[src/usss_pkg.sv]
// package for the synchronous slave serial port: register map, bit
// positions, reset values and the carrier types used across the design.
// assumes an 8-bit register port driven by a core on the same clock.
package usss_pkg;

  // register width and address width of the plain register port
  localparam int unsigned DATA_W = 8;
  localparam int unsigned ADDR_W = 4;

  // register indices on the register port
  localparam logic [3:0] ADDR_INTERRUPT_CONTROL = 4'h0;
  localparam logic [3:0] ADDR_IRQ_FLAGS_ONE = 4'h1;
  localparam logic [3:0] ADDR_IRQ_ENABLES_ONE = 4'h2;
  localparam logic [3:0] ADDR_IRQ_PRIORITY_ONE = 4'h3;
  localparam logic [3:0] ADDR_RECEIVE_STATUS_CONTROL = 4'h4;
  localparam logic [3:0] ADDR_TRANSMIT_HOLDING = 4'h5;
  localparam logic [3:0] ADDR_TRANSMIT_STATUS_CONTROL = 4'h6;
  localparam logic [3:0] ADDR_BAUD_CONTROL = 4'h7;
  localparam logic [3:0] ADDR_BAUD_DIVISOR_HIGH = 4'h8;
  localparam logic [3:0] ADDR_BAUD_DIVISOR_LOW = 4'h9;
  localparam logic [3:0] ADDR_RECEIVE_BUFFER = 4'hA;

  // interrupt control bits
  localparam int unsigned BIT_GLOBAL_IRQ_EN = 7;
  localparam int unsigned BIT_PERIPH_IRQ_EN = 6;
  // peripheral flag / enable bits
  localparam int unsigned BIT_RX_COMPLETE = 5;
  localparam int unsigned BIT_TX_EMPTY = 4;
  // receive status and control bits
  localparam int unsigned BIT_PORT_ENABLE = 7;
  localparam int unsigned BIT_RX_NINE = 6;
  localparam int unsigned BIT_SINGLE_RX_EN = 5;
  localparam int unsigned BIT_CONT_RX_EN = 4;
  localparam int unsigned BIT_FRAMING_ERR = 2;
  localparam int unsigned BIT_OVERRUN_ERR = 1;
  localparam int unsigned BIT_RX_NINTH_DATA = 0;
  // transmit status and control bits
  localparam int unsigned BIT_CLOCK_SOURCE = 7;
  localparam int unsigned BIT_TX_NINE = 6;
  localparam int unsigned BIT_TX_ENABLE = 5;
  localparam int unsigned BIT_CLOCKED_MODE = 4;
  localparam int unsigned BIT_SHIFT_EMPTY = 1;
  localparam int unsigned BIT_TX_NINTH_DATA = 0;
  // baud control: receive idle status bit
  localparam int unsigned BIT_RX_IDLE = 6;

  // masks: which bits software may store in each register
  localparam logic [7:0] MASK_FLAGS_SW = 8'hCF;
  localparam logic [7:0] MASK_RECEIVE_STATUS_CONTROL_SW = 8'hF8;
  localparam logic [7:0] MASK_TRANSMIT_STATUS_CONTROL_SW = 8'hFD;
  localparam logic [7:0] MASK_BAUD_SW = 8'h9B;

  // reset values
  localparam logic [7:0] RESET_BYTE = 8'h00;
  localparam logic [8:0] RESET_WORD = 9'h000;
  localparam logic [3:0] RESET_COUNT = 4'h0;

  // word lengths in bits
  localparam logic [3:0] BITS_EIGHT = 4'h8;
  localparam logic [3:0] BITS_NINE = 4'h9;

  // register port request from the core
  typedef struct packed {
    logic [3:0] addr;
    logic [7:0] wdata;
    logic wr;
    logic rd;
  } usss_req_t;

  // complete state of the port
  typedef struct packed {
    logic ck_s1;         // shift clock synchroniser, first stage
    logic ck_s2;         // shift clock synchroniser, second stage
    logic ck_prev;       // delayed second stage for edge finding
    logic dt_s1;         // data pin synchroniser, first stage
    logic dt_s2;         // data pin synchroniser, second stage
    logic [7:0] interrupt_control;  // interrupt control
    logic [7:0] flags;   // software bits of the flag register
    logic [7:0] pie;     // peripheral interrupt enables
    logic [7:0] ipr;     // peripheral interrupt priorities
    logic [7:0] receive_status_control;   // software bits of receive status/control
    logic [7:0] transmit_status_control;   // software bits of transmit status/control
    logic [7:0] baud;    // software bits of baud control
    logic [7:0] div_hi;  // divisor high, unused in slave mode
    logic [7:0] div_lo;  // divisor low, unused in slave mode
    logic [8:0] hold;    // transmit holding word with ninth bit
    logic hold_full;     // holding register waits for the shifter
    logic [8:0] transmit_shift_register;     // transmit shift register
    logic tsr_full;      // shifter busy
    logic [3:0] tx_cnt;  // bits presented on the data pin
    logic pin_out;       // data pin output level
    logic pin_oe;        // data pin driven
    logic [8:0] receive_shift_register;     // receive shift register
    logic [3:0] rx_cnt;  // bits sampled so far
    logic [7:0] rcbuf;   // receive buffer
    logic receive_ninth_data;          // received ninth bit
    logic receive_complete_flag;          // receive complete flag
    logic overrun_error;          // overrun error
    logic [7:0] rdata;   // read data, one cycle after the strobe
    logic wake;          // wake request to the core
    logic vector;        // interrupt vector request to the core
  } usss_state_t;

endpackage : usss_pkg

[src/usss_top.sv]
// synchronous slave serial port: transmit and receive shifting on an
// external shift clock, with status, control and interrupt registers.
// assumes the core drives the register port on this clock and the
// external master owns the shift clock; both pins are asynchronous.
//
// Local design decisions: the address map and strobed register access.
`timescale 1ns/1ps

module usss_top (
  input wire logic clock,
  input wire logic reset,
  input wire usss_pkg::usss_req_t req,
  output logic [usss_pkg::DATA_W-1:0] rdata,
  input wire logic shift_clock_pin,
  input wire logic data_pin_in,
  output logic data_pin_out,
  output logic data_pin_oe,
  output logic wake_request,
  output logic vector_request
);
  import usss_pkg::*;

  // current and next state
  usss_state_t cur_ff;
  usss_state_t nxt_cur;

  // decoded control, all taken from the current state
  logic slave_mode;      // port set up as synchronous slave
  logic rx_on;           // continuous reception running
  logic tx_on;           // transmission allowed
  logic ck_rise;         // rising edge of the synchronised shift clock
  logic ck_fall;         // falling edge of the synchronised shift clock
  logic [3:0] tx_bits;   // length of a transmitted word
  logic [3:0] rx_bits;   // length of a received word
  logic transmit_buffer_empty_flag;            // transmit buffer empty flag
  logic [7:0] flag_read; // flag register as software sees it

  // mode and edge decode
  always_comb begin
    slave_mode = cur_ff.receive_status_control[BIT_PORT_ENABLE] &
                 cur_ff.transmit_status_control[BIT_CLOCKED_MODE] &
                 !cur_ff.transmit_status_control[BIT_CLOCK_SOURCE];
    // single receive enable deliberately plays no part here
    rx_on = slave_mode & cur_ff.receive_status_control[BIT_CONT_RX_EN];
    tx_on = slave_mode & cur_ff.transmit_status_control[BIT_TX_ENABLE];
    // edges are found only from the second stage onward
    ck_rise = !cur_ff.ck_prev & cur_ff.ck_s2;
    ck_fall = cur_ff.ck_prev & !cur_ff.ck_s2;
    tx_bits = cur_ff.transmit_status_control[BIT_TX_NINE] ? BITS_NINE : BITS_EIGHT;
    rx_bits = cur_ff.receive_status_control[BIT_RX_NINE] ? BITS_NINE : BITS_EIGHT;
    // empty flag follows the holding register directly
    transmit_buffer_empty_flag = !cur_ff.hold_full;
    flag_read = cur_ff.flags & MASK_FLAGS_SW;
    flag_read[BIT_RX_COMPLETE] = cur_ff.receive_complete_flag;
    flag_read[BIT_TX_EMPTY] = transmit_buffer_empty_flag;
  end

  // next-state logic for the whole port
  always_comb begin
    nxt_cur = cur_ff;

    // pin synchronisers: two stages before any logic looks
    nxt_cur.ck_s1 = shift_clock_pin;
    nxt_cur.ck_s2 = cur_ff.ck_s1;
    nxt_cur.ck_prev = cur_ff.ck_s2;
    nxt_cur.dt_s1 = data_pin_in;
    nxt_cur.dt_s2 = cur_ff.dt_s1;

    // read data: defined every cycle, zero when no read or unmapped
    nxt_cur.rdata = RESET_BYTE;
    if (req.rd) begin
      unique case (req.addr)
        ADDR_INTERRUPT_CONTROL: begin
          nxt_cur.rdata = cur_ff.interrupt_control;
        end
        ADDR_IRQ_FLAGS_ONE: begin
          nxt_cur.rdata = flag_read;
        end
        ADDR_IRQ_ENABLES_ONE: begin
          nxt_cur.rdata = cur_ff.pie;
        end
        ADDR_IRQ_PRIORITY_ONE: begin
          nxt_cur.rdata = cur_ff.ipr;
        end
        ADDR_RECEIVE_STATUS_CONTROL: begin
          // errors and ninth bit reported beside the control bits
          nxt_cur.rdata = cur_ff.receive_status_control & MASK_RECEIVE_STATUS_CONTROL_SW;
          nxt_cur.rdata[BIT_OVERRUN_ERR] = cur_ff.overrun_error;
          nxt_cur.rdata[BIT_FRAMING_ERR] = 1'b0;
          nxt_cur.rdata[BIT_RX_NINTH_DATA] = cur_ff.receive_ninth_data;
        end
        ADDR_TRANSMIT_STATUS_CONTROL: begin
          nxt_cur.rdata = cur_ff.transmit_status_control & MASK_TRANSMIT_STATUS_CONTROL_SW;
          nxt_cur.rdata[BIT_SHIFT_EMPTY] = !cur_ff.tsr_full;
        end
        ADDR_BAUD_CONTROL: begin
          // bits 5 and 2 have no storage and read zero
          nxt_cur.rdata = cur_ff.baud & MASK_BAUD_SW;
          nxt_cur.rdata[BIT_RX_IDLE] = (cur_ff.rx_cnt == RESET_COUNT);
        end
        ADDR_BAUD_DIVISOR_HIGH: begin
          nxt_cur.rdata = cur_ff.div_hi;
        end
        ADDR_BAUD_DIVISOR_LOW: begin
          nxt_cur.rdata = cur_ff.div_lo;
        end
        ADDR_RECEIVE_BUFFER: begin
          nxt_cur.rdata = cur_ff.rcbuf;
          // reading the buffer clears the flag; a new word below wins
          nxt_cur.receive_complete_flag = 1'b0;
        end
        default: begin
          // holding register is write-only; unmapped reads give zero
          nxt_cur.rdata = RESET_BYTE;
        end
      endcase
    end

    // register writes
    if (req.wr) begin
      unique case (req.addr)
        ADDR_INTERRUPT_CONTROL: begin
          nxt_cur.interrupt_control = req.wdata;
        end
        ADDR_IRQ_FLAGS_ONE: begin
          // our two flags are owned by hardware and ignore writes
          nxt_cur.flags = req.wdata & MASK_FLAGS_SW;
        end
        ADDR_IRQ_ENABLES_ONE: begin
          nxt_cur.pie = req.wdata;
        end
        ADDR_IRQ_PRIORITY_ONE: begin
          nxt_cur.ipr = req.wdata;
        end
        ADDR_RECEIVE_STATUS_CONTROL: begin
          nxt_cur.receive_status_control = req.wdata & MASK_RECEIVE_STATUS_CONTROL_SW;
        end
        ADDR_TRANSMIT_HOLDING: begin
          // ninth bit is taken from the control register now, so it
          // must be set up before the low byte is written
          nxt_cur.hold = {cur_ff.transmit_status_control[BIT_TX_NINTH_DATA], req.wdata};
          nxt_cur.hold_full = 1'b1;
        end
        ADDR_TRANSMIT_STATUS_CONTROL: begin
          nxt_cur.transmit_status_control = req.wdata & MASK_TRANSMIT_STATUS_CONTROL_SW;
        end
        ADDR_BAUD_CONTROL: begin
          nxt_cur.baud = req.wdata & MASK_BAUD_SW;
        end
        ADDR_BAUD_DIVISOR_HIGH: begin
          nxt_cur.div_hi = req.wdata;
        end
        ADDR_BAUD_DIVISOR_LOW: begin
          nxt_cur.div_lo = req.wdata;
        end
        default: begin
          // receive buffer and unmapped addresses ignore writes
          nxt_cur.div_lo = nxt_cur.div_lo;
        end
      endcase
    end

    // transmit path: bits change on rising edges so the master can
    // take them on the falling edge, the same as in master mode
    if (!tx_on) begin
      // disabling drops the word in the shifter; holding word stays
      nxt_cur.tsr_full = 1'b0;
      nxt_cur.tx_cnt = RESET_COUNT;
    end else if (cur_ff.tsr_full) begin
      if (ck_rise && (cur_ff.tx_cnt < tx_bits)) begin
        // least significant bit goes first, ninth bit last
        nxt_cur.pin_out = cur_ff.transmit_shift_register[cur_ff.tx_cnt];
        nxt_cur.tx_cnt = cur_ff.tx_cnt + 4'h1;
      end else if (ck_fall && (cur_ff.tx_cnt == tx_bits)) begin
        // last bit has been taken: the shifter is empty again
        nxt_cur.tsr_full = 1'b0;
        nxt_cur.tx_cnt = RESET_COUNT;
      end
    end else if (cur_ff.hold_full) begin
      // empty shifter takes the waiting word at once; no core clock
      // dependence, so this also runs while the core sleeps
      nxt_cur.transmit_shift_register = cur_ff.hold;
      nxt_cur.tsr_full = 1'b1;
      nxt_cur.tx_cnt = RESET_COUNT;
      // a holding write in this very cycle is a new word and stays
      nxt_cur.hold_full = req.wr && (req.addr == ADDR_TRANSMIT_HOLDING);
    end
    // drive the data pin whenever transmit is enabled, idle or not, and not set up to receive
    nxt_cur.pin_oe = tx_on & !rx_on;

    // receive path: sample on falling edges while continuous receive
    if (!rx_on) begin
      // clearing the enable resets the shifter and clears the errors
      nxt_cur.rx_cnt = RESET_COUNT;
      nxt_cur.overrun_error = 1'b0;
    end else if (ck_fall && !cur_ff.overrun_error) begin
      // overrun holds reception until software clears the enable
      nxt_cur.receive_shift_register[cur_ff.rx_cnt] = cur_ff.dt_s2;
      if (cur_ff.rx_cnt == rx_bits - 4'h1) begin
        nxt_cur.rx_cnt = RESET_COUNT;
        if (nxt_cur.receive_complete_flag) begin
          // buffer still unread: the new word is lost
          nxt_cur.overrun_error = 1'b1;
        end else begin
          // whole word reached the buffer; runs in low-power modes too
          nxt_cur.rcbuf = nxt_cur.receive_shift_register[7:0];
          nxt_cur.receive_ninth_data = cur_ff.receive_status_control[BIT_RX_NINE] & nxt_cur.receive_shift_register[8];
          nxt_cur.receive_complete_flag = 1'b1;
        end
      end else begin
        nxt_cur.rx_cnt = cur_ff.rx_cnt + 4'h1;
      end
    end

    // wake and vector requests toward the core; registered outputs
    nxt_cur.wake = (transmit_buffer_empty_flag & cur_ff.pie[BIT_TX_EMPTY]) |
                   (cur_ff.receive_complete_flag & cur_ff.pie[BIT_RX_COMPLETE]);
    nxt_cur.vector = nxt_cur.wake & cur_ff.interrupt_control[BIT_GLOBAL_IRQ_EN] &
                     cur_ff.interrupt_control[BIT_PERIPH_IRQ_EN];

    // synchronous reset overrides everything above
    if (reset) begin
      nxt_cur = '0;
    end
  end

  // one register for the whole state
  always_ff @(posedge clock) begin
    cur_ff <= nxt_cur;
  end

  // every output comes straight from the state register
  always_comb begin
    rdata = cur_ff.rdata;
    data_pin_out = cur_ff.pin_out;
    data_pin_oe = cur_ff.pin_oe;
    wake_request = cur_ff.wake;
    vector_request = cur_ff.vector;
  end

endmodule : usss_top

[config.mk]
export PLATFORM = sky130hd
export DESIGN_NAME = usss_top
export DESIGN_NICKNAME = d
export VERILOG_FILES = /design/src/usss_pkg.sv /design/src/usss_top.sv
export SDC_FILE = /design/constraint.sdc
export NUM_CORES = 1
export LEC_CHECK = 0
export BUFFER_PORTS_ARGS = -buffer_cell sky130_fd_sc_hd__clkbuf_2
export CAP_MARGIN = 40
export CORE_MARGIN = 2
export CORE_UTILIZATION = 30
export DETAILED_ROUTE_END_ITERATION = 8
export GPL_ROUTABILITY_DRIVEN = 0
export GPL_TIMING_DRIVEN = 0
export HOLD_SLACK_MARGIN = 0.06
export SYNTH_ARGS = -nofsm -noshare
export SYNTH_HDL_FRONTEND = slang
export SYNTH_SLANG_ARGS = --single-unit
export TNS_END_PERCENT = 30
[constraint.sdc]
create_clock -name clock -period 4.4 [get_ports clock]
set_input_delay 0.88 -clock clock [delete_from_list [all_inputs] [get_ports clock]]
set_output_delay 0.88 -clock clock [all_outputs]
set_load 0.01 [all_outputs]
# --- Word-level counts from Yosys, hierarchy flattened ---
# Index checks and enable logic that the tools add are counted.
op_classes:
  order_cmp: 4
  n_addsub: 3
  n_mul: 0
  shift: 0
  n_eq_ne: 13
  reduce_logical: 34
  div_mod_pow: 0
  n_bitwise: 18
  n_mux: 24
ops:
  columns: ["operator", "count"]
  rows:
  - ["$pmux 8 s10", 1]
  - ["$reduce_and 2->1", 12]
  - ["$mux 10", 2]
  - ["$eq 4x3->1 const B", 4]
  - ["$mux 15", 1]
  - ["$and 1x1->1", 12]
  - ["$eq 4x4->1 const B", 3]
  - ["$mux 1", 11]
  - ["$lt 4x5->1 const B", 2]
  - ["$mux 5", 2]
  - ["$bwmux 9", 1]
  - ["$reduce_and 3->1", 3]
  - ["$add 4x1->4 const B", 2]
  - ["$eq 4x2->1 const B", 2]
  - ["$eq 4x4->1", 2]
  - ["$logic_not 4->1", 2]
  - ["$mux 4", 2]
  - ["$logic_not 1->1", 7]
  - ["$reduce_or 2->1", 3]
  - ["$logic_and 1x1->1", 5]
  - ["$not 1->1", 5]
  - ["$bmux 1 s4", 1]
  - ["$demux 1 s4", 1]
  - ["$eq 4x1->1 const B", 1]
  - ["8 further kinds", 9]
word_totals:
  ramBits: 0
  romBits: 0
  mem_count: 0
  ff_bits: 128
  output_inout_bits: 12
  latch_bits: 0
  input_bits: 18

# --- Longest topological paths before layout ---
# Gate-level depths: netlist of run 1.
depth:
  ltp_word: 7
  ltp_mapped: 7

# --- Least setup slack after synthesis of run 1 ---
# OpenSTA, ideal clock, no wires.
synth_path:
  path_kind: "input to register"
  start: "input req[12] (netlist bit)"
  end: "register cur_ff[12] (netlist bit)"
  t_required_ps: 4277
  arrival_ps: 2063
  stages: 5
  path_buffers: 1
  setup_slack_ps: 2214
  cell_sequence: "nand2b_1 -> o21ai_1 -> and3_1 -> buf_4 -> mux2_1"
synth_between:
  elab_chain_cells: 5
synth_lines:
  columns: ["element", "line_no", "text"]
  rows:
  - ["start, declared", "usss_top.sv:12", "input wire usss_pkg::usss_req_t req,"]
  - ["$eq 4x4->1", "usss_top.sv:72", "unique case (req.addr)"]
  - ["$mux 1", "usss_top.sv:72", null]
  - ["$mux 1", "usss_top.sv:71", "if (req.rd) begin"]
  - ["$not 1->1 (no source line)", null, null]
  - ["$reduce_and 4->1 (no source line)", null, null]
  - ["end signal, assigned", "usss_top.sv:229", "cur_ff <= nxt_cur;"]
  - ["end, declared", "usss_top.sv:24", "usss_state_t cur_ff;"]
# No other way between the ends.
# A chain may end at the register's enable or synchronous reset.

# --- Worst setup path after layout of run 1 ---
layout_path:
  start: "input req[11] (netlist bit)"
  end: "register cur_ff[75] (netlist bit)"
layout_between:
  elab_chain_cells: 2
layout_lines:
  columns: ["element", "line_no", "text"]
  rows:
  - ["$eq 4x4->1", "usss_top.sv:121", "unique case (req.addr)"]
  - ["$reduce_and 2->1 (no source line)", null, null]
# No other way between the ends.

==> flow_summary_export.csv, run 1 <==
group,metric,value,unit
pwr,leakage,2.71,nW
final_layout,area_growth,19.1,%
placement,placed_area,0.00625,mm^2
pwr,p_seq_frac,0.397,
critical_path,reg2reg_to,"cur_ff[12]",
route,vias,4762,
clock_network,clkLatencyLatePin,430,ps
timing,slew_headroom,0.509,
logic_synthesis,async_flop_share,0,
pwr,p_sw,0.639,mW
clock_network,htree_levels,4,
logic_synthesis,synth-seq-cells,128,
critical_path,start_kind,"input pin",
logic_synthesis,muxShareOfSynthArea,0.157,
clock_network,numCtsBuffers,17,
pwr,swShare,0.215,
floorplan,num_rows,50,
timing,max_clock_freq,417,MHz
global_routing,antenna_found_initial,0,
route,first_pass_iters,5,
critical_path,r2r-start,"cur_ff[96]",
final_layout,final_util,0.367,
route,viasPerCell,5.07,
min_path,hold_start,"cur_ff[133]",
clock_network,cts.root.buffer_cell,"clkbuf_16",
critical_path,reg2reg_slack,2320,ps
run_status,outcome,"finished clean",
logic_synthesis,synthDistinctLibCells,63,
logic_synthesis,yosys.area_share.simple,0.177,
global_routing,grt_overflow,0,
route,wl,16400,um
floorplan,die_h,143,um
min_path,hold_class,"reg2reg",
clock_network,clkTransAtPathRegs,60,ps
final_layout,layout_commonest_cell,"dfxtp_1",
placement,port_buffers,20,
final_layout,drive_above_1_share,0.140,
floorplan,die_area,0.0206,mm^2
critical_path,arrival,2680,ps
logic_synthesis,synth_compound_area_frac,0.154,
timing,worstMarginPinSlew,735,ps
pwr,p_clk_frac,0.557,
floorplan,die_w,143,um
critical_path,cp.required,4690,ps
final_layout,final_cell_mix,"128 x dfxtp_1, 81 x nor2_1, 78 x mux2i_1",
timing,finalSetupTns,0,ps
pwr,irDropWorstVdd,0.263,mV
logic_synthesis,synth_top_family_by_area,"simple AND/OR/NAND/NOR gates",
min_path,holdPathEnd,"cur_ff[132]",
logic_synthesis,ys_seq_area_frac,0.440,
logic_synthesis,yosys.area.top_type,"dfxtp_1",
pwr,p_int,2.33,mW
timing,final_max_slew_viol_count,0,
logic_synthesis,synth_top_area_frac,0.440,
min_path,hold_depth,1,
final_layout,final-instance-count-excl-fill,939,
global_routing,grt_start_max_net_pins,17,
final_layout,fill_cells,1960,
floorplan,coreArea,0.0189,mm^2
critical_path,endpoint_kind,"flop",
timing,post-route-period-util,0.545,
logic_synthesis,synth_xor_area_frac,0.00451,
final_layout,nNetsFinal,691,
global_routing,gr-usage-all-layers,0.166,
route,post_drt_wl_per_cell,17.4,um
critical_path,worst-setup-path-type,"in2reg",
pwr,p_comb_frac,0.046,
global_routing,grt_pass1_wl,25500,um
final_layout,final_area,0.00694,mm^2
logic_synthesis,netlist_instances,628,
clock_network,ctsHoldBuffers,0,
timing,finalCriticalPeriod,2400,ps
timing,hold_viol,0,
timing,rsz0062_at_grt,"false",
placement,dp_hpwl,11400,um
logic_synthesis,synth_edf_count,0,
route,drt_iter0_markers,460,
route,ant_nets,0,
route,drc_errors,0,
critical_path,r2r_cells,5,
critical_path,worstPathMaxFanout,10,
logic_synthesis,synth_ff_type,"dfxtp_1",
logic_synthesis,netlist_area,0.00583,mm^2
global_routing,grt_pass1_vias,4534,
timing,clock_skew,12.7,ps
clock_network,cts_tree,"done",
logic_synthesis,syn_avg_cell_area,9.28,um^2
final_layout,num_antenna_cells,0,
logic_synthesis,synthAdderAreaFrac,0.0129,
clock_network,post_cts_buffers,0,
floorplan,start_util,0.308,
timing,setup_viol,0,
run,cap_violations,0,
clock_network,clock_path_buffers,2,
pwr,power.density,427,mW/mm^2
logic_synthesis,synth.area.top_cells,"dfxtp_1 44%, mux2i_1 13%, nor2_1 5.2%",
clock_network,cts.sinks,128,
logic_synthesis,yosysWarnings,0,
floorplan,io_pins,30,
clock_network,cts_resized,0,
timing,whs,437,ps
placement,placed_cells,908,
logic_synthesis,synth_nets,652,
[cells by family (layout without fill, tap and decap cells)]
| kind of cell | count (synthesis) | after routing |
|---|---|---|
| flops | 128 | 128 |
| compound gates | 132 | 132 |
| xor+xnor | 3 | 3 |
| simple gates | 205 | 205 |
| fa+ha+maj | 6 | 6 |
| buf+inv | 68 | 119 |
| mux | 86 | 86 |
[worst max-delay path by stage]
stage          startpoint    endpoint  slack, ps  cells after the start
2_1_floorplan     req[12]  cur_ff[12]       2210                      5
3_3_place_gp      req[11]  cur_ff[75]       1650                      6
3_5_place_dp      req[11]  cur_ff[75]       1650                      6
4_1_cts           req[11]  cur_ff[75]       2080                      6
5_1_grt           req[11]  cur_ff[75]       1960                      6
6_report          req[11]  cur_ff[75]       2000                      6
[sequential cells by signal (all words and copies together), names as in the netlist]
signal and flops:
wake_request 1, data_pin_out 1, cur_ff 116, data_pin_oe 1
vector_request 1, rdata 8
[worst max-delay path: stages]
cell and delay, ps:
clkbuf_2 110, buf_2 200, nor2_1 410, nand4_1 670, mux2i_1 350, nor2_1 60
[synthesized netlist by cell type, drive strengths merged (6+ instances only)]
library cell	instances
dfxtp	128
nor2	81
mux2i	78
nand2	48
a21oi	40
clkbuf	32
buf	27
o21ai	22
a211oi	20
a31oi	13
nand3b	13
nor2b	10
inv	9
nor3	9
ha	6
nand2b	6
nand3	6
[metrics by stage]
stage / power (mW) / setup WS, ps
2_1_floorplan: 1.29 / 2210
6_report: 2.97 / 2000
3_3_place_gp: 1.34 / 1650
4_1_cts: 2.99 / 2080
3_5_place_dp: 1.34 / 1650
5_1_grt: 3.05 / 1960
[metal layers]
metal | up-vias | track usage | part of all wire
li1 | 2320 | - | -
met1 | 2281 | 0.220 | 0.47
met2 | 134 | 0.261 | 0.45
met3 | 27 | 0.0387 | 0.054
met4 | 0 | 0.0666 | 0.025
met5 | - | 0 | 0
[power groups by stage]
| stage | clock [mW] | combinational (mW) | sequential, mW |
|---|---|---|---|
| final | 1.65 | 0.135 | 1.18 |
| after global routing | 1.73 | 0.144 | 1.18 |
| after CTS | 1.68 | 0.133 | 1.18 |
| after detailed placement | 0 | 0.133 | 1.20 |
| after global placement | 0 | 0.134 | 1.20 |
| after floorplan | 0 | 0.0867 | 1.20 |
[final cells by class]
| cell class | instances | area (um^2) | area share |
|---|---|---|---|
| Inverter | 9 | 33.8 | 0.00487 |
| Sequential cell | 128 | 2560 | 0.369 |
| Tap cell | 260 | 325 | 0.0469 |
| Multi-Input combinational cell | 432 | 2940 | 0.424 |
| Buffer | 59 | 290 | 0.0418 |
| Clock buffer | 17 | 425 | 0.0613 |
| Timing Repair Buffer | 20 | 100 | 0.0144 |
| Clock inverter | 14 | 263 | 0.0379 |
No activity file was read; power rests on OpenSTA's default activity.
==> run 2: changes to the inputs <==
--- a/config.mk
+++ b/config.mk
@@ -5,6 +5,7 @@
 export SDC_FILE = /design/constraint.sdc
 export NUM_CORES = 1
 export LEC_CHECK = 0
+export ABC_AREA = 1
 export BUFFER_PORTS_ARGS = -buffer_cell sky130_fd_sc_hd__clkbuf_2
 export CAP_MARGIN = 40
 export CORE_MARGIN = 2
==> constraint.sdc (replaced) <==
create_clock -name clock -period 2.32 [get_ports clock]
set_input_delay 0.464 -clock clock [delete_from_list [all_inputs] [get_ports clock]]
set_output_delay 0.464 -clock clock [all_outputs]
set_load 0.01 [all_outputs]
==> flow_summary_export.csv, run 2 <==
group,metric,value,unit
floorplan,die_area,0.0204,mm^2
placement,dp_hpwl,11600,um
route,viasPerCell,4.64,
logic_synthesis,syn_avg_cell_area,6.78,um^2
global_routing,grt_overflow,0,
logic_synthesis,synth_ff_type,"dfxtp_1",
logic_synthesis,yosysWarnings,0,
pwr,leakage,2.84,nW
global_routing,grt_pass1_vias,4792,
logic_synthesis,synthDistinctLibCells,33,
final_layout,largest_register_ff_count,116,
critical_path,reg2reg_slack,540,ps
logic_synthesis,synth_edf_count,0,
global_routing,gr-usage-all-layers,0.163,
final_layout,final_util,0.359,
clock_network,post_cts_buffers,0,
logic_synthesis,synth_nets,878,
route,post_drt_wl_per_cell,13.8,um
critical_path,arrival,2140,ps
clock_network,cts_tree,"done",
route,drc_errors,0,
pwr,power.density,728,mW/mm^2
timing,finalSetupTns,0,ps
final_layout,layout_commonest_cell,"nand2_1",
critical_path,endpoint_kind,"flop",
run_status,outcome,"finished clean",
route,vias,5409,
critical_path,start_kind,"flop",
final_layout,area_growth,16.6,%
placement,port_buffers,21,
pwr,swShare,0.231,
route,drt_iter0_markers,427,
logic_synthesis,synth.area.top_cells,"dfxtp_1 44%, nand2_1 15%, nor2_1 8.6%",
clock_network,clkLatencyLatePin,420,ps
clock_network,cts.root.buffer_cell,"clkbuf_16",
pwr,p_int,3.78,mW
final_layout,final_cell_mix,"228 x nand2_1, 132 x nor2_1, 128 x dfxtp_1",
final_layout,num_antenna_cells,0,
pwr,p_comb_frac,0.044,
pwr,irDropWorstVdd,0.371,mV
critical_path,worstPathMaxFanout,9,
logic_synthesis,netlist_instances,854,
pwr,p_sw,1.13,mW
route,wl,16100,um
clock_network,htree_levels,4,
logic_synthesis,netlist_area,0.00579,mm^2
clock_network,cts_resized,0,
global_routing,grt_pass1_wl,25200,um
floorplan,num_rows,50,
pwr,p_seq_frac,0.455,
pwr,power,4.92,mW
clock_network,clock_path_buffers,2,
clock_network,cts.sinks,128,
floorplan,io_pins,30,
floorplan,start_util,0.308,
timing,hold_viol,0,
run,cap_violations,0,
timing,clock_skew,6.83,ps
floorplan,die_w,143,um
critical_path,cp.required,2680,ps
final_layout,nNetsFinal,918,
logic_synthesis,yosysMostFrequentCell,"nand2_1",
clock_network,numCtsBuffers,17,
timing,rsz0062_at_grt,"false",
logic_synthesis,yosys.area.top_type,"dfxtp_1",
clock_network,clkTransAtPathRegs,60,ps
logic_synthesis,synth_top_area_frac,0.442,
timing,max_clock_freq,563,MHz
timing,finalCriticalPeriod,1780,ps
timing,whs,234,ps
route,first_pass_iters,5,
timing,worstMarginPinSlew,669,ps
logic_synthesis,synth_common_cells,"228 x nand2_1, 132 x nor2_1, 128 x dfxtp_1, 78 x inv_1, 69 x a21oi_1",
logic_synthesis,ys_seq_area_frac,0.442,
route,ant_nets,0,
clock_network,ctsHoldBuffers,0,
timing,setup_viol,0,
timing,post-route-period-util,0.766,
global_routing,antenna_found_initial,0,
logic_synthesis,async_flop_share,0,
timing,slew_headroom,0.554,
logic_synthesis,synth-seq-cells,128,
global_routing,grt_start_max_net_pins,17,
floorplan,die_h,143,um
timing,final_max_slew_viol_count,0,
final_layout,drive_above_1_share,0.102,
floorplan,coreArea,0.0188,mm^2
min_path,hold_class,"in2reg",
critical_path,worst-setup-path-type,"reg2reg",
pwr,p_clk_frac,0.500,
final_layout,largest_register,"cur_ff",
-- run 2: final cells by class --
type                            count  area [um^2]
Multi-Input combinational cell    601         2700
Timing Repair Buffer               21          105
Inverter                           82          308
Fill cell                        2001        12100
Clock buffer                       23          468
Tap cell                          260          325
Buffer                             43          225
Clock inverter                      7         62.6
Sequential cell                   128         2560
-- run 2: worst max-delay path, stage by stage (launching register included) --
cell and delay, ps:
dfxtp_1 330, clkbuf_1 300, inv_1 170, ha_1 230
nand3_1 70, nand2_1 60, nand2_1 160, nand3_1 160
inv_1 100, nor2_1 40, nor2_1 90
-- run 2: per-stage QoR --
stage | setup slack, ps | std cells | cell area [um^2]
6_report | 543 | 1165 | 6760
5_1_grt | 346 | 1165 | 6760
4_1_cts | 534 | 1165 | 6760
3_5_place_dp | 355 | 1135 | 6220
3_3_place_gp | 361 | 1135 | 6220
2_1_floorplan | 803 | 854 | 5790
-- run 2: final timing paths --
path / from / endpoint / cells past startpoint
worst max register to register: cur_ff[36] / cur_ff[39] / 10
worst min register to register: cur_ff[133] / cur_ff[132] / 2
worst max-delay path: cur_ff[36] / cur_ff[39] / 10
worst min-delay path: shift_clock_pin / cur_ff[136] / 3
-- run 2: logic make-up after synthesis --
group,Yosys count,synth area share
flip-flops,128,0.442
AO/OA/AOI/OAI,134,0.119
AND/OR/NAND/NOR,458,0.330
XOR/XNOR,3,0.00454
buffers and inverters,125,0.0920
adder cells (fa/ha/maj),6,0.0130
-- run 2: metal layers --
| layer | routed length, um | track usage | vias to the layer above |
|---|---|---|---|
| li1 | - | - | 2786 |
| met1 | 7470 | 0.209 | 2470 |
| met2 | 7500 | 0.261 | 124 |
| met3 | 729 | 0.0366 | 29 |
| met4 | 403 | 0.0745 | 0 |
| met5 | 0 | 0 | - |
-- run 2: power by group through the flow --
stage	Clock [mW]	Sequential (mW)	Combinational, mW
6_report	2.46	2.24	0.218
5_1_grt	2.59	2.24	0.240
4_1_cts	2.49	2.24	0.218
3_5_place_dp	0	2.29	0.218
3_3_place_gp	0	2.28	0.216
2_1_floorplan	0	2.28	0.136
==> run 3: changes to the inputs <==
--- a/config.mk
+++ b/config.mk
@@ -5,7 +5,7 @@
 export SDC_FILE = /design/constraint.sdc
 export NUM_CORES = 1
 export LEC_CHECK = 0
-export ABC_AREA = 1
+export ABC_AREA = 0
 export BUFFER_PORTS_ARGS = -buffer_cell sky130_fd_sc_hd__clkbuf_2
 export CAP_MARGIN = 40
 export CORE_MARGIN = 2
==> constraint.sdc (replaced) <==
create_clock -name clock -period 1.55 [get_ports clock]
set_input_delay 0.31 -clock clock [delete_from_list [all_inputs] [get_ports clock]]
set_output_delay 0.31 -clock clock [all_outputs]
set_load 0.01 [all_outputs]
==> flow_summary_export.csv, run 3 (synthesis results as in run 1) <==
group,metric,value,unit
floorplan,die_area,0.0206,mm^2
pwr,power.density,1090,mW/mm^2
final_layout,num_antenna_cells,0,
global_routing,grt_pass1_vias,4681,
timing,finalSetupTns,-666,ps
run,cap_violations,0,
timing,final_max_slew_viol_count,0,
global_routing,antenna_found_initial,0,
clock_network,cts_tree,"done",
final_layout,area_growth,25.1,%
run_status,violations,"setup timing",
run_status,outcome,"finished with violations",
timing,whs,102,ps
critical_path,r2r_cells,6,
final_layout,largest_register_ff_count,116,
clock_network,cts.sinks,128,
pwr,irDropWorstVdd,0.552,mV
clock_network,htree_levels,4,
clock_network,ctsHoldBuffers,0,
clock_network,numCtsBuffers,17,
critical_path,worstPathMaxFanout,4,
route,post_drt_wl_per_cell,17.5,um
clock_network,cts.root.buffer_cell,"clkbuf_16",
route,drt_iter0_markers,527,
timing,hold_viol,0,
final_layout,nNetsFinal,704,
route,wl,16700,um
floorplan,die_h,143,um
placement,dp_hpwl,11400,um
floorplan,num_rows,50,
critical_path,arrival,2070,ps
route,ant_nets,0,
placement,port_buffers,20,
route,vias,4861,
route,first_pass_iters,6,
route,drc_errors,0,
timing,max_clock_freq,566,MHz
timing,clock_skew,8.79,ps
final_layout,drive_above_1_share,0.223,
route,viasPerCell,5.11,
min_path,hold_class,"in2reg",
min_path,hold_depth,2,
floorplan,start_util,0.308,
clock_network,clkTransAtPathRegs,50,ps
global_routing,gr-usage-all-layers,0.168,
critical_path,start_kind,"flop",
clock_network,clock_path_buffers,2,
timing,slew_headroom,0.519,
placement,dp_slack,-655,ps
global_routing,grt_start_max_net_pins,17,
timing,worstMarginPinSlew,717,ps
timing,rsz0062_at_grt,"true",
timing,setup_viol,5,
timing,fin_ws,-216,ps
final_layout,final_cell_mix,"119 x dfxtp_1, 77 x mux2i_1, 75 x nor2_1",
critical_path,worst-setup-path-type,"reg2reg",
global_routing,grt_pass1_wl,26100,um
critical_path,cp.required,1860,ps
critical_path,endpoint_kind,"flop",
floorplan,io_pins,30,
timing,finalCriticalPeriod,1770,ps
floorplan,coreArea,0.0189,mm^2
final_layout,layout_commonest_cell,"dfxtp_1",
floorplan,die_w,143,um
timing,post-route-period-util,1.14,
final_layout,largest_register,"cur_ff",
pwr,leakage,2.84,nW
clock_network,clkLatencyLatePin,420,ps
global_routing,grt_overflow,0,
[run 3: final cells by class]
cell class / instances / area, um^2
Fill cell: 1920 / 11600
Multi-Input combinational cell: 432 / 3140
Sequential cell: 128 / 2580
Clock buffer: 24 / 482
Tap cell: 260 / 325
Buffer: 55 / 318
Timing Repair Buffer: 37 / 279
Clock inverter: 6 / 130
Inverter: 9 / 33.8
[run 3: power by group]
part | total (mW) | switching [mW] | internal [mW]
registers | 3.34 | 0.0221 | 3.32
clock network | 4.21 | 1.41 | 2.80
logic | 0.403 | 0.281 | 0.122
[run 3: worst paths after layout]
kind / from / end / slack [ps]
max reg2reg: cur_ff[36] / cur_ff[38] / -220
min reg2reg: cur_ff[133] / cur_ff[132] / 440
min: shift_clock_pin / cur_ff[136] / 100
max: cur_ff[36] / cur_ff[38] / -220
[run 3: repair_timing]
| item | CTS | global route |
|---|---|---|
| pin swaps | 3 | 20 |
| gates cloned | 0 | 2 |
| resized for setup | 23 | 46 |
| setup endpoints to repair | 74 | 96 |
| buffers inserted | 9 | 6 |
[run 3: layer usage]
metal	up-vias	part of all wire	global-route usage	routed length, um
met2	142	0.47	0.266	7780
met1	2354	0.46	0.220	7720
met3	27	0.049	0.0413	826
li1	2338	-	-	-
met5	-	0	0	0
met4	0	0.022	0.0660	361
[run 3: metrics by stage]
stage	power (mW)	instances	instance area, um^2	utilization
detailed placement	3.79	908	6280	0.332
finish	7.95	951	7290	0.386
global route	8.18	951	7290	0.386
floorplan	3.65	628	5850	-
global placement	3.79	908	6280	0.332
CTS	7.99	946	7040	0.373
[run 3: critical path, stage by stage, from the launching register on]
cell and delay [ps]:
dfxtp_4 340, inv_2 50, ha_1 120, or3b_4 420, a2111oi_4 320, a211oi_2 100
a221o_1 300
